==> src/rtl/pcr_defines.svh <==
// offsets, field positions, reset values, length masks and sizes of the pwm cycle config block
`ifndef PCR_DEFINES_SVH
`define PCR_DEFINES_SVH
// word indices (byte address = index * 4)
`define PCR_CFG_IDX 8'hdf
`define PCR_IRQ_STATUS_IDX 8'h10
`define PCR_IRQ_MASK_IDX 8'h11
`define PCR_CMP_BASE_IDX 8'h40
// field positions of the config register
`define PCR_BIT_RELOAD_SEL 7
`define PCR_BIT_IRQ_EN 6
`define PCR_BIT_WRAP_FLAG 5
`define PCR_CFG_RESET 8'h00
// cycle length low-bit masks, one per select code
`define PCR_LEN8_MASK 11'h0ff
`define PCR_LEN9_MASK 11'h1ff
`define PCR_LEN10_MASK 11'h3ff
`define PCR_LEN11_MASK 11'h7ff
// structure
`define PCR_NUM_MODULES 6
`define PCR_ADDR_W 10
`endif

==> src/rtl/pcr_pkg.sv <==
// types of the pwm cycle config block
package pcr_pkg;
    typedef enum logic [1:0] {
        PCR_LEN_8 = 2'b00,
        PCR_LEN_9 = 2'b01,
        PCR_LEN_10 = 2'b10,
        PCR_LEN_11 = 2'b11
    } pcr_len_e;

    typedef struct packed {
        logic reload_bank_select;
        logic cycle_wrap_irq_enable;
        logic cycle_wrap_flag;
        logic [2:0] unused;
        pcr_len_e cycle_length_select;
    } pcr_cfg_s;

    typedef struct packed {
        logic [9:0] address;
        logic read;
        logic write;
        logic [3:0] byteenable;
        logic [31:0] writedata;
    } pcr_bus_req_s;
endpackage : pcr_pkg

==> src/rtl/pcr_pwm_cycle_config.sv <==
// pwm cycle configuration register, compare/reload banks and cycle-wrap interrupt
// Overview of operation
// - the reload bank select bit steers compare byte accesses to compare values (0) or reload values (1).
// - reload values load the compare value only in 9 to 11 bit pwm cycles and do nothing otherwise.
// - the cycle-wrap flag sets when the main counter overflows out of the bit chosen by the length select.
// - hardware and software may set the cycle-wrap flag, only a software write of zero clears it.
// - the array interrupt request is raised while the flag is set and its enable is one.
`include "pcr_defines.svh"
`timescale 1ns/10ps
`default_nettype none
module pcr_pwm_cycle_config
    import pcr_pkg::*;
(
    // clock and reset
    input wire logic CLOCK_I,
    input wire logic SYS_RST_I,
    // avalon-mm slave
    input wire logic [`PCR_ADDR_W-1:0] AVS_ADDRESS_I,
    input wire logic AVS_READ_I,
    input wire logic AVS_WRITE_I,
    input wire logic [3:0] AVS_BYTEENABLE_I,
    input wire logic [31:0] AVS_WRITEDATA_I,
    output logic [31:0] AVS_READDATA_O,
    output logic AVS_WAITREQUEST_O,
    // main counter state and module reload modes, same clock
    input wire logic [15:0] ARRAY_COUNT_I,
    input wire logic ARRAY_COUNT_TICK_I,
    input wire logic [`PCR_NUM_MODULES-1:0] MODULE_PWM_RELOAD_MODE_I,
    // compare values to the modules
    output logic [`PCR_NUM_MODULES*16-1:0] MODULE_COMPARE_VALUE_O,
    // interrupts
    output logic ARRAY_IRQ_O,
    output logic IRQ_O
);
    localparam int NM = `PCR_NUM_MODULES;

    // bus request and state registers
    pcr_bus_req_s req;
    pcr_cfg_s cfg_reg;
    logic waitreq_reg;
    logic [31:0] readdata_reg;
    logic [NM-1:0][15:0] cmp_reg;
    logic [NM-1:0][15:0] reload_reg;
    logic irq_status_reg;
    logic irq_mask_reg;
    logic array_irq_reg;
    logic irq_reg;

    // decode and datapath nets
    logic acc;
    logic wr_acc;
    logic rd_take;
    logic lane0;
    logic [7:0] idx;
    logic [7:0] wbyte;
    logic [10:0] len_mask;
    logic wrap_evt;
    logic [31:0] rd_data;

    // bus request bundle
    assign req.address = AVS_ADDRESS_I;
    assign req.read = AVS_READ_I;
    assign req.write = AVS_WRITE_I;
    assign req.byteenable = AVS_BYTEENABLE_I;
    assign req.writedata = AVS_WRITEDATA_I;

    // an access completes in the cycle waitrequest is low
    assign acc = (req.read | req.write) & ~waitreq_reg;
    assign wr_acc = acc & req.write;
    assign lane0 = req.byteenable[0];
    assign idx = req.address[9:2];
    assign wbyte = req.writedata[7:0];

    // read data fetched as the request is first seen, so it stands in the low cycle
    assign rd_take = req.read & waitreq_reg;

    // cycle length mask per select code
    always_comb begin
        unique case (cfg_reg.cycle_length_select)
            PCR_LEN_8: len_mask = `PCR_LEN8_MASK;
            PCR_LEN_9: len_mask = `PCR_LEN9_MASK;
            PCR_LEN_10: len_mask = `PCR_LEN10_MASK;
            PCR_LEN_11: len_mask = `PCR_LEN11_MASK;
        endcase
    end

    // overflow out of the selected counter bit on the next increment
    assign wrap_evt = ARRAY_COUNT_TICK_I & ((ARRAY_COUNT_I[10:0] & len_mask) == len_mask);

    // waitrequest: one wait cycle, then a single low cycle
    always_ff @(posedge CLOCK_I or posedge SYS_RST_I) begin
        if (SYS_RST_I) begin
            waitreq_reg <= 1'b1;
        end else if ((req.read | req.write) & waitreq_reg) begin
            waitreq_reg <= 1'b0;
        end else begin
            waitreq_reg <= 1'b1;
        end
    end

    // read data mux
    always_comb begin
        rd_data = 32'h0000_0000;
        if (idx == `PCR_CFG_IDX) begin
            rd_data[7:0] = {cfg_reg.reload_bank_select, cfg_reg.cycle_wrap_irq_enable,
                            cfg_reg.cycle_wrap_flag, 3'b000, cfg_reg.cycle_length_select};
        end else if (idx == `PCR_IRQ_STATUS_IDX) begin
            rd_data[0] = irq_status_reg;
        end else if (idx == `PCR_IRQ_MASK_IDX) begin
            rd_data[0] = irq_mask_reg;
        end
        // compare bytes follow the bank select
        for (int n = 0; n < NM; n++) begin
            if (idx == `PCR_CMP_BASE_IDX + 8'(2 * n)) begin
                rd_data[7:0] = cfg_reg.reload_bank_select ? reload_reg[n][7:0]
                                                          : cmp_reg[n][7:0];
            end else if (idx == `PCR_CMP_BASE_IDX + 8'(2 * n + 1)) begin
                rd_data[7:0] = cfg_reg.reload_bank_select ? reload_reg[n][15:8]
                                                          : cmp_reg[n][15:8];
            end
        end
    end

    // read data register, valid while waitrequest is low
    always_ff @(posedge CLOCK_I or posedge SYS_RST_I) begin
        if (SYS_RST_I) begin
            readdata_reg <= 32'h0000_0000;
        end else if (rd_take) begin
            readdata_reg <= rd_data;
        end
    end

    // config register; hardware set wins over a software clear
    always_ff @(posedge CLOCK_I or posedge SYS_RST_I) begin
        if (SYS_RST_I) begin
            cfg_reg <= pcr_cfg_s'(`PCR_CFG_RESET);
        end else begin
            if (wr_acc & lane0 & (idx == `PCR_CFG_IDX)) begin
                cfg_reg.reload_bank_select <= wbyte[`PCR_BIT_RELOAD_SEL];
                cfg_reg.cycle_wrap_irq_enable <= wbyte[`PCR_BIT_IRQ_EN];
                cfg_reg.cycle_wrap_flag <= wbyte[`PCR_BIT_WRAP_FLAG];
                cfg_reg.cycle_length_select <= pcr_len_e'(wbyte[1:0]);
            end
            if (wrap_evt) begin
                cfg_reg.cycle_wrap_flag <= 1'b1;
            end
            cfg_reg.unused <= 3'b000;
        end
    end

    // compare and reload banks
    always_ff @(posedge CLOCK_I or posedge SYS_RST_I) begin
        if (SYS_RST_I) begin
            cmp_reg <= '0;
            reload_reg <= '0;
        end else begin
            for (int n = 0; n < NM; n++) begin
                // reload only in 9 to 11 bit cycles
                if (wrap_evt & (cfg_reg.cycle_length_select != PCR_LEN_8)
                    & MODULE_PWM_RELOAD_MODE_I[n]) begin
                    cmp_reg[n] <= reload_reg[n];
                end
                if (wr_acc & lane0 & (idx == `PCR_CMP_BASE_IDX + 8'(2 * n))) begin
                    if (cfg_reg.reload_bank_select) begin
                        reload_reg[n][7:0] <= wbyte;
                    end else begin
                        cmp_reg[n][7:0] <= wbyte;
                    end
                end
                if (wr_acc & lane0 & (idx == `PCR_CMP_BASE_IDX + 8'(2 * n + 1))) begin
                    if (cfg_reg.reload_bank_select) begin
                        reload_reg[n][15:8] <= wbyte;
                    end else begin
                        cmp_reg[n][15:8] <= wbyte;
                    end
                end
            end
        end
    end

    // sticky status, write one to clear, set wins
    always_ff @(posedge CLOCK_I or posedge SYS_RST_I) begin
        if (SYS_RST_I) begin
            irq_status_reg <= 1'b0;
            irq_mask_reg <= 1'b0;
        end else begin
            if (wr_acc & lane0 & (idx == `PCR_IRQ_MASK_IDX)) begin
                irq_mask_reg <= wbyte[0];
            end
            if (wrap_evt) begin
                irq_status_reg <= 1'b1;
            end else if (wr_acc & lane0 & (idx == `PCR_IRQ_STATUS_IDX) & wbyte[0]) begin
                irq_status_reg <= 1'b0;
            end
        end
    end

    // interrupt outputs
    always_ff @(posedge CLOCK_I or posedge SYS_RST_I) begin
        if (SYS_RST_I) begin
            array_irq_reg <= 1'b0;
            irq_reg <= 1'b0;
        end else begin
            array_irq_reg <= cfg_reg.cycle_wrap_flag & cfg_reg.cycle_wrap_irq_enable;
            irq_reg <= irq_status_reg & irq_mask_reg;
        end
    end

    // bus outputs
    assign AVS_READDATA_O = readdata_reg;
    assign AVS_WAITREQUEST_O = waitreq_reg;

    // compare values to the modules
    assign MODULE_COMPARE_VALUE_O = cmp_reg;

    // interrupt outputs
    assign ARRAY_IRQ_O = array_irq_reg;
    assign IRQ_O = irq_reg;
endmodule : pcr_pwm_cycle_config
`default_nettype wire

==> config.mk <==
export PLATFORM = sky130hd
export DESIGN_NAME = pcr_pwm_cycle_config
export DESIGN_NICKNAME = d
export VERILOG_FILES = /design/src/rtl/pcr_pkg.sv /design/src/rtl/pcr_pwm_cycle_config.sv
export VERILOG_INCLUDE_DIRS = /design/src /design/src/rtl
export SDC_FILE = /design/constraint.sdc
export NUM_CORES = 1
export LEC_CHECK = 0
export BUFFER_PORTS_ARGS = -buffer_cell sky130_fd_sc_hd__clkbuf_2
export CAP_MARGIN = 10
export CORE_MARGIN = 5
export CORE_UTILIZATION = 45
export DETAILED_ROUTE_END_ITERATION = 16
export PLACE_DENSITY = 0.75
export SETUP_SLACK_MARGIN = 0.05
export SLEW_MARGIN = 20
export SYNTH_ARGS = -nofsm -noshare
export SYNTH_HDL_FRONTEND = slang
export SYNTH_SLANG_ARGS = --single-unit
==> constraint.sdc <==
create_clock -name CLOCK_I -period 8.9 [get_ports CLOCK_I]
set_input_delay 1.78 -clock CLOCK_I [delete_from_list [all_inputs] [get_ports CLOCK_I]]
set_output_delay 1.78 -clock CLOCK_I [all_outputs]
set_load 0.1 [all_outputs]
After elaboration in Yosys (flattened, before gate mapping). Index checks and enable logic that the tools add are counted.

Add/subtract/negate cells: 0. $mul: 0. Div/mod/pow operators: 0. Order comparisons: 0. Eq/ne operators: 19. Shifts and indexed selects: 0. Mux-type cells: 64. Bitwise operators: 34. Reductions and logical operators: 16.

Operators by type and width (number): 8-bit two-way mux (48); 8-bit by 7-bit == test with 1-bit output, second input constant (12); 16-bit two-way mux (6); 11-bit one-hot mux with 4 select lines (1); 1-bit AND (31); 2-bit AND reduction (12); 8-bit by 5-bit == test with 1-bit output, second input constant (2); 11-bit AND (1); 11-bit == test (1); 8-bit == test, second input constant (1); 1-bit two-way mux (8); 7-bit two-way mux (1); 2-bit nonzero test (3); 2-bit == test, second input constant (2); 2-bit by 1-bit == test with 1-bit output, second input constant (1); 2-bit zero test (1); 1-bit inverter (1); 1-bit bitwise OR (1).

Register bits after elaboration: 210. Bits in latches: 0. Memory bits (writable): 0. Memory bits (read-only): 0. Input bits: 73. Logic and storage cells: 161. Memories: 0.

Depth between registers and ports, before layout. Gate-level depths: netlist of run 1.

Depth after elaboration: 16. Gate-level depth with buffers: 8.

Worst setup path before layout of run 1. Ideal clock, no wire load.

Path kind: input-to-reg. Start: input AVS_ADDRESS_I[6]. End: register reload_reg[24] (netlist name). Arrival time: 3231 ps. Data required time: 8775 ps. Setup slack: 5544 ps. Cell stages on the path: 5. Cell sequence: or4b_1 -> buf_2 -> nor2_2 -> nand3_1 -> mux2_2.

Word-level cells in the longest chain between the ends: 3.

RTL lines: start: declaration (RTL line pcr_pwm_cycle_config.sv:18) `` input wire logic [`PCR_ADDR_W-1:0] AVS_ADDRESS_I, ``; 8-bit by 7-bit == test with 1-bit output (RTL line pcr_pwm_cycle_config.sv:170) `` if (wr_acc & lane0 & (idx == `PCR_CMP_BASE_IDX + 8'(2 * n + 1))) begin ``; 1-bit AND (RTL line pcr_pwm_cycle_config.sv:170); 2-bit AND reduction (no source line); end signal: indexed assignment (RTL line pcr_pwm_cycle_config.sv:165) `reload_reg[n][7:0] <= wbyte;`; end signal: indexed assignment (RTL line pcr_pwm_cycle_config.sv:172) `reload_reg[n][15:8] <= wbyte;`; end: declaration (RTL line pcr_pwm_cycle_config.sv:43) `logic [NM-1:0][15:0] reload_reg;`.

No other way between the ends. A chain may end at the register's enable or synchronous reset.

Worst setup path after layout of run 1.
Start: input AVS_ADDRESS_I[3]. End: register reload_reg[92] (netlist name).

Same word-level chain as after synthesis.

==> results.md, run 1 <==
Outcome:
- The flow ran to the end, and the final reports show no timing, DRC or antenna violations.

Placed design:
- Input and output buffers added on the ports amount to 145.
- After detailed placement, the design holds a cell count of 1461.
- The routability congestion estimate from global placement is 0.903.
- The placed wire-length estimate after detailed placement is around 23 mm.

Setup path:
- The kind of end point of the critical path is a flip-flop.
- The biggest fanout along the worst timing path is 39.
- On the critical path the largest part of the delay comes from simple AND/OR/NAND/NOR gates.
- The worst flop-to-flop path startpoint is cfg_reg[7]$_DFFE_PP0P_.
- The signal on the critical path passes through clkbuf_2, and2_1, nand3_1, nor3_2, mux2_2.
- The critical path is of the in2reg type.
- Data on the critical path is required at its endpoint by 9.30 ns.
- The number of buffer and inverter stages on the critical path is 1.
- Across all register-to-register paths, the minimum setup slack is 5.83 ns.
- The worst stage delay on the critical path is ~0.67 ns.
- Data on the critical path arrives at its endpoint at around 4.4 ns.
- The endpoint of the most critical register-to-register path is AVS_READDATA_O[3]$_DFFE_PP0P_.
- Counting cells, the worst reg-to-reg path comes to 6.
- The standard cell with the maximum stage delay on the critical path is sky130_fd_sc_hd__clkbuf_2.
- STA classifies the critical path startpoint as an input port.

Synthesis:
- The library cell occupying the most area in the post-synthesis netlist is sky130_fd_sc_hd__dfrtp_1.
- The synthesized-area fraction occupied by adder cells is 0%.
- Summing the areas of all compound-gate instances in the mapped netlist gives between 10% and 20% of the synthesized area.
- The multiplexer share of the synthesized area is 27.3%.
- The most used flip-flop cell after synthesis is sky130_fd_sc_hd__dfrtp_1.
- The fraction of synthesis flops using an asynchronous set or reset pin is between 90% and 100%.
- The commonest cells after synthesis are sky130_fd_sc_hd__dfrtp_1, sky130_fd_sc_hd__mux2i_1, sky130_fd_sc_hd__a21oi_1, sky130_fd_sc_hd__mux2_2, sky130_fd_sc_hd__nor2_1.
- For this run, the register share of the synthesized area comes to 46.2%.
- The distinct cell type count of the synthesized netlist is 62.
- In the synthesized netlist, the number of instances is 1053.
- The mean post-synth cell area is 10.8 um2.
- The top cell type by area accounts for 46.0% of the synthesized area.
- The yosys synthesis warning count is 0.
- The netlist area before placement is roughly 11000 um2.
- The flip-flop and latch count after synthesis is 210.
- The main combinational cell family by area after synthesis is multiplexers.
- Counting flops with a built-in enable in the synthesized netlist gives 0.
- The share of the synthesized netlist area taken by xor and xnor gates is 0%.
- sky130_fd_sc_hd__dfrtp_1 is the most common cell in the netlist.
- The simple-gate area share of the yosys netlist is 10.5%.
- By area the synthesized netlist is led by sky130_fd_sc_hd__dfrtp_1, sky130_fd_sc_hd__mux2i_1, sky130_fd_sc_hd__mux2_2.

Routing:
- For this run, the detailed router's first-pass iteration total came to 6.
- The violation count after the first detailed-route iteration is 1025.
- The number of antenna-violating nets in the routed design is 0.
- The routed wirelength normalized by instance count is 22.3 um.
- The detailed router placed 8880 vias in this run.
- The detailed-route vias per instance is between 5 and 6.
- After detailed routing, the number of remaining DRC violations is 0.
- Wires add up to 33.5 mm.

Min path:
- The startpoint identified for the worst hold timing path is AVS_WAITREQUEST_O$_DFF_PP1_.
- The worst min-delay path class is reg2reg.
- Along the worst hold path, the cell count comes to 1.
- The path with the worst hold slack has its endpoint at AVS_WAITREQUEST_O$_DFF_PP1_.

CTS:
- The count of cells resized by post-cts repair is 0.
- The number of hold buffers added after cts is 0.
- The total number of clock tree sinks is 210.
- Once the clock tree was built, the setup fixing pass inserted 0 buffers.
- The H-tree depth is 1.
- TritonCTS built the clock tree.
- Counting along the longest clock path gives a buffer depth of 3.
- The cell sitting at the root of the clock tree is a sky130_fd_sc_hd__clkbuf_16.
- In this run, CTS created clock tree buffers numbering 24.
- The clock slew seen by the registers of the worst setup and hold paths is 0.06 ns.
- Clock latency on the worst-skew pair, taken at its later pin, is 0.52 ns.

Global route:
- Global routing used 22.8% of the available tracks across all layers.
- The number of antenna violations at the first check in global routing came to 0.
- The sum of overflow across all layers after global routing is 0.
- Entering global routing, the biggest net connects 135 pins.
- The global-route wire length before repair is 51.1 mm.
- The number of global-route vias before repair is ~8.5k.

Die:
- The floorplan step defined a core boundary enclosing ~25000 um2.
- The floorplan step defined a die boundary enclosing 28600 um2.
- The floorplan step set the die height to between 150 and 200 um.
- The count of boundary I/O pins is just over 200.
- For this configuration, the core starts out at a cell density of about 45%.
- The floorplan row count is 58.
- The floorplan die width is about 170 um.

STA:
- The number of slew-limit violations in the final report came to 0.
- In the final timing run, aggregate negative setup slack is 0 ns.
- Setup violations remaining at the end of the flow were counted as 0.
- The actual transition at the worst max-transition pin is about 1.1 ns.
- Setup repair after global routing left no endpoint under its margin.
- Clock skew on the completed layout was measured at 0.0174 ns.
- Counting I/O delays and the setup requirement, the final critical path takes 3.95 ns.
- Static timing analysis puts the maximum clock frequency at approximately 250 MHz.
- The headroom to the max-slew limit is roughly 24%.
- After layout, the worst path uses 44.4% of the clock period.
- The final number of hold-violating endpoints came to 0.

Cells and area:
- At the end of the flow, the number of nets in the layout was 1230.
- The antenna diode count is 0.
- The fraction of final layout cells sized beyond drive strength 1 is 29.6%.
- From synthesis to final layout, the design area changed by 14.9%.
- The count of non-filler cells in the finished layout is 1505.
- The final design utilization is 52.2%.

Power:
- Across the VDD grid, the largest voltage drop is 0.000132 V.
- The static leakage power is 7.23 nW.
- The total power per unit cell area is around 180 nW/um2.

Job:
- Across the run, the number of max-cap violations was 0.
worst max path at each step:
stage | depth (start not counted) | start | slack [ns] | to
after global placement | 5 | AVS_ADDRESS_I[3] | 4.37 | MODULE_COMPARE_VALUE_O[2]$_DFF_PP0_
after CTS | 5 | AVS_ADDRESS_I[3] | 4.84 | MODULE_COMPARE_VALUE_O[6]$_DFF_PP0_
after detailed placement | 5 | AVS_ADDRESS_I[3] | 4.27 | MODULE_COMPARE_VALUE_O[6]$_DFF_PP0_
after floorplan | 1 | SYS_RST_I | 1.38 | ARRAY_IRQ_O$_DFF_PP0_
final | 5 | AVS_ADDRESS_I[3] | 4.95 | reload_reg[92]$_DFFE_PP0P_
after global routing | 5 | AVS_ADDRESS_I[3] | 4.83 | reload_reg[93]$_DFFE_PP0P_
logic make-up (layout without fill, tap and decap cells):
logic type / after synthesis / count (layout)
AOI/OAI and AO/OA: 213 / 213
buffers and inverters: 105 / 204
DFF: 210 / 210
muxes: 284 / 284
other: 1 / 24
and+or+nand+nor: 240 / 240
metrics by stage:
stage / hold WS, ns / setup WS (ns) / area (um2) / total power, mW
2_1_floorplan: 0.457 / 1.38 / 11500 / 1.19
3_3_place_gp: 0.487 / 4.37 / 12200 / 1.23
3_5_place_dp: 0.486 / 4.27 / 12200 / 1.23
4_1_cts: 0.506 / 4.84 / 13100 / 2.35
5_1_grt: 0.530 / 4.83 / 13100 / 2.41
6_report: 0.506 / 4.95 / 13100 / 2.33
cell type report:
| type | instances | area (um2) |
|---|---|---|
| Tap cell | 330 | 413 |
| Multi-Input combinational cell | 761 | 5670 |
| Inverter | 7 | 33.8 |
| Sequential cell | 210 | 5260 |
| Clock inverter | 9 | 176 |
| Timing Repair Buffer | 153 | 786 |
| Fill cell | 2213 | 12000 |
| Clock buffer | 35 | 733 |
cell usage in the layout (no fill, tap or decap), drive strengths merged, types with 3 or more instances in the layout:
cell	n
a311o	3
a21oi	119
dfrtp	209
bufinv	5
and2	7
a22oi	3
nand2b	5
o21ai	36
o31ai	5
nand2	47
a311oi	3
clkinv	4
conb	24
nand3	25
o221ai	4
inv	6
nor4	3
mux2	119
mux2i	156
o211ai	7
nor2b	6
clkbuf	180
and3	3
buf	8
nor3	11
nor2	112
nand4	12
o2bb2ai	4
a211oi	12
mux4	9
report_power, final:
| group | internal [mW] | switching, mW | leakage [nW] | total [mW] |
|---|---|---|---|---|
| sequential | 0.970 | 0.0142 | 2.89 | 0.984 |
| combinational | 0.0413 | 0.195 | 3.90 | 0.236 |
| clock | 0.715 | 0.400 | 0.445 | 1.11 |
layer usage:
| layer | track usage [%] | up-vias | wire length, um |
|---|---|---|---|
| met1 | 32.5 | 4383 | 14100 |
| met4 | 6.72 | 0 | 980 |
| met5 | 0 | - | 0 |
| met3 | 6.00 | 68 | 3410 |
| met2 | 34.3 | 447 | 15000 |
| li1 | - | 3982 | - |
worst register-to-register path, stage by stage, from the launching register on:
cell and delay (ns):
sky130_fd_sc_hd__dfrtp_4 0.76, sky130_fd_sc_hd__buf_4 0.57, sky130_fd_sc_hd__mux4_2 0.64, sky130_fd_sc_hd__nand2_1 0.12, sky130_fd_sc_hd__a21oi_1 0.09, sky130_fd_sc_hd__o21ai_0 0.60
sky130_fd_sc_hd__a21oi_1 0.15
No activity file was read; power rests on OpenSTA's default activity.
==> run 2: changes to the inputs <==
--- a/config.mk
+++ b/config.mk
@@ -11,7 +11,7 @@
 export CORE_MARGIN = 5
 export CORE_UTILIZATION = 45
 export DETAILED_ROUTE_END_ITERATION = 16
-export PLACE_DENSITY = 0.75
+export PLACE_DENSITY = 0.77
 export SETUP_SLACK_MARGIN = 0.05
 export SLEW_MARGIN = 20
 export SYNTH_ARGS = -nofsm -noshare
==> constraint.sdc (replaced) <==
create_clock -name CLOCK_I -period 3.5 [get_ports CLOCK_I]
set_input_delay 0.7 -clock CLOCK_I [delete_from_list [all_inputs] [get_ports CLOCK_I]]
set_output_delay 0.7 -clock CLOCK_I [all_outputs]
set_load 0.1 [all_outputs]
==> results.md, run 2 (synthesized netlist as in run 1, its figures left out) <==
Power:
- The maximum vdd ir drop is roughly 0.00031 V.
- The clock network burns between 40% and 50% of the power.
- The part of the total power dissipated in combinational logic is 11.5%.
- The switching share of power is 27.5%.
- The cell-internal power is approximately 3.9 mW.
- The analysis attributes to cell leakage a power of 7.31 nW.
- The sequential fraction of design power is about 46%.
- In this run the power density over the cells is approximately 400 nW/um2.
- For this design the total switching power over the nets is 1.49 mW.

STA:
- The final number of hold-violating endpoints is 0.
- The setup TNS is 0 ns.
- The worst setup skew after layout is around 0.0086 ns.
- The final critical delay including setup and external delays is 2.63 ns.
- Derived from the worst setup path, the maximum achievable clock frequency is 380 MHz.
- The worst path uses 75.1% of the clock period.
- Setup repair after global routing left no endpoint under its margin.
- The number of slew-limit violations in the final report is 0.
- For the pin with the worst max-slew slack, the measured transition is between 0.7 and 0.8 ns.
- The headroom to the max-slew limit is 47.8%.
- The total setup violations reported at the end of the flow is 0.

CTS:
- The H-tree depth is 1.
- After clock tree synthesis, the clock-pin slew on the worst setup and hold paths is around 0.06 ns.
- The number of setup buffers added after CTS is 0.
- The count of cells resized by post-cts repair is 0.
- TritonCTS built the clock tree.
- The tree is rooted in a sky130_fd_sc_hd__clkbuf_16.
- The maximum count of clock buffers along a single path is 3.
- The total number of clock tree sinks is 210.
- The number of clock buffers added by TritonCTS is 23.
- After clock tree synthesis, the flow added hold-fix buffers numbering 0.
- For the worst-skew pair, the clock arrives at the later sink with an insertion delay of just over 0.5 ns.

Cells and area:
- The commonest non-fill, non-tap cell in the layout is sky130_fd_sc_hd__dfrtp_1.
- The fraction of final layout cells sized beyond drive strength 1 is 30.9%.
- The area growth from synthesis to layout is 15.8%.
- The number of antenna diodes in the final layout is 0.
- Cells fill 52.6% of the core in the end.
- In the final design database the tool counted 1264 nets.
- The library cells used most frequently in the layout, excluding fill and tap cells, are sky130_fd_sc_hd__dfrtp_1, sky130_fd_sc_hd__mux2i_1, sky130_fd_sc_hd__clkbuf_2.
- The layout has between 2k and 2.5k filler cells.

Die:
- After floorplanning, the core was sized to cover 25000 um2.
- The floorplan step set the die height to between 150 and 200 um.
- The starting density of the core is 45.5%.
- The die area is between 20000 and 30000 um2.
- ~200 I/O pins were placed.
- Row generation in the floorplan step produced 58 rows.
- The floorplan die width is 169 um.

Global route:
- The total global routing track utilization is a little under a quarter.
- The number of antenna violations at the first check in global routing is 1.
- Summed over all layers, the global routing overflow is 0.
- The number of global-route vias before repair is 8884.
- The largest net degree at the start of global routing is 96.
- The first global-routing pass estimated 52.4 mm of wire.

Setup path:
- STA puts the critical path data arrival time at 2.99 ns.
- The worst setup path startpoint is cfg_reg[7]$_DFFE_PP0P_.
- The biggest fanout along the worst timing path is 95.
- STA puts the critical path data required time at 3.86 ns.
- STA classifies the critical path endpoint as a flip-flop.
- By startpoint and endpoint, the worst setup path is classified as reg2reg.
- The worst setup path is launched from a flip-flop.
- The worst flop-to-flop path startpoint is cfg_reg[7]$_DFFE_PP0P_.

Routing:
- The violation count after the first detailed-route iteration is 1214.
- The detail route stage leaves a number of antenna-violating nets equal to 0.
- The total detailed-routing wirelength is 33.9 mm.
- The number of search-and-repair iterations in the first detailed-routing pass is 6.
- After detailed routing, the number of remaining DRC violations is 0.
- The detailed router placed approximately 9.0k vias in this run.
- After detailed routing, the average wire length per cell comes to about 22 um.
- After detailed routing, the number of vias per cell comes to 5.86.

Placed design:
- Routability-driven placement finished with a final weighted congestion of 0.960.
- Detailed placement finished with a half-perimeter wire length of between 20 and 25 mm.
- The count of port buffers added during placement is 145.

Min path:
- The worst min-delay path class is in2async.

Outcome:
- The flow ran to the end, and the final reports show no timing, DRC or antenna violations.

Job:
- The max capacitance violation total is 0.
-- run 2: critical path: stages, from the launching register on --
cell and delay (ns):
sky130_fd_sc_hd__dfrtp_4 0.42, sky130_fd_sc_hd__buf_12 0.39, sky130_fd_sc_hd__mux2_2 0.45, sky130_fd_sc_hd__o21ai_0 0.15, sky130_fd_sc_hd__a21oi_1 0.10, sky130_fd_sc_hd__o311ai_0 0.60
sky130_fd_sc_hd__nand3_1 0.14
-- run 2: final timing paths --
check                                                       endpoint  slack, ns  cells after the start
worst min-delay path            MODULE_COMPARE_VALUE_O[27]$_DFF_PP0_       0.28                      2
max in group asynchronous              AVS_READDATA_O[0]$_DFFE_PP0P_       2.37                      4
min in group CLOCK_I                     AVS_WAITREQUEST_O$_DFF_PP1_       0.39                      2
worst min register to register                 ARRAY_IRQ_O$_DFF_PP0_       0.50                      2
worst max register to register         AVS_READDATA_O[6]$_DFFE_PP0P_       0.87                      6
worst max-delay path                   AVS_READDATA_O[6]$_DFFE_PP0P_       0.87                      6
-- run 2: through the flow --
step                total power, mW  hold WS [ns]  instance area [um2]  instances  worst slack (ns)
floorplan                      3.02         0.457                11500       1076            0.0726
global placement               3.15         0.479                12500       1495             0.674
detailed placement             3.16         0.493                12500       1495             0.689
CTS                            5.43         0.378                13200       1532              1.05
global route                   5.58         0.333                13200       1533             0.871
finish                         5.41         0.284                13200       1533             0.870
-- run 2: final cells by class --
class                           instances  area [um2]  area share [%]
Sequential cell                       210        5260            39.9
Tap cell                              330         413            3.13
Multi-Input combinational cell        761        5670            43.0
Timing Repair Buffer                  188        1120            8.49
Clock buffer                           32         639            4.85
Clock inverter                          5        52.6           0.399
Inverter                                7        30.0           0.228
-- run 2: per-layer routing --
layer / track usage [%] / part of all wire, %
met5: 0 / 0.038
met4: 7.32 / 3.4
met3: 6.14 / 9.5
met2: 36.1 / 45
met1: 31.8 / 42
-- run 2: power by group through the flow --
stage	sequential [mW]	clock (mW)	combinational, mW
after floorplan	2.66	0	0.352
after global placement	2.54	0	0.609
after detailed placement	2.54	0	0.615
after CTS	2.50	2.31	0.617
after global routing	2.50	2.42	0.655
final	2.50	2.29	0.624
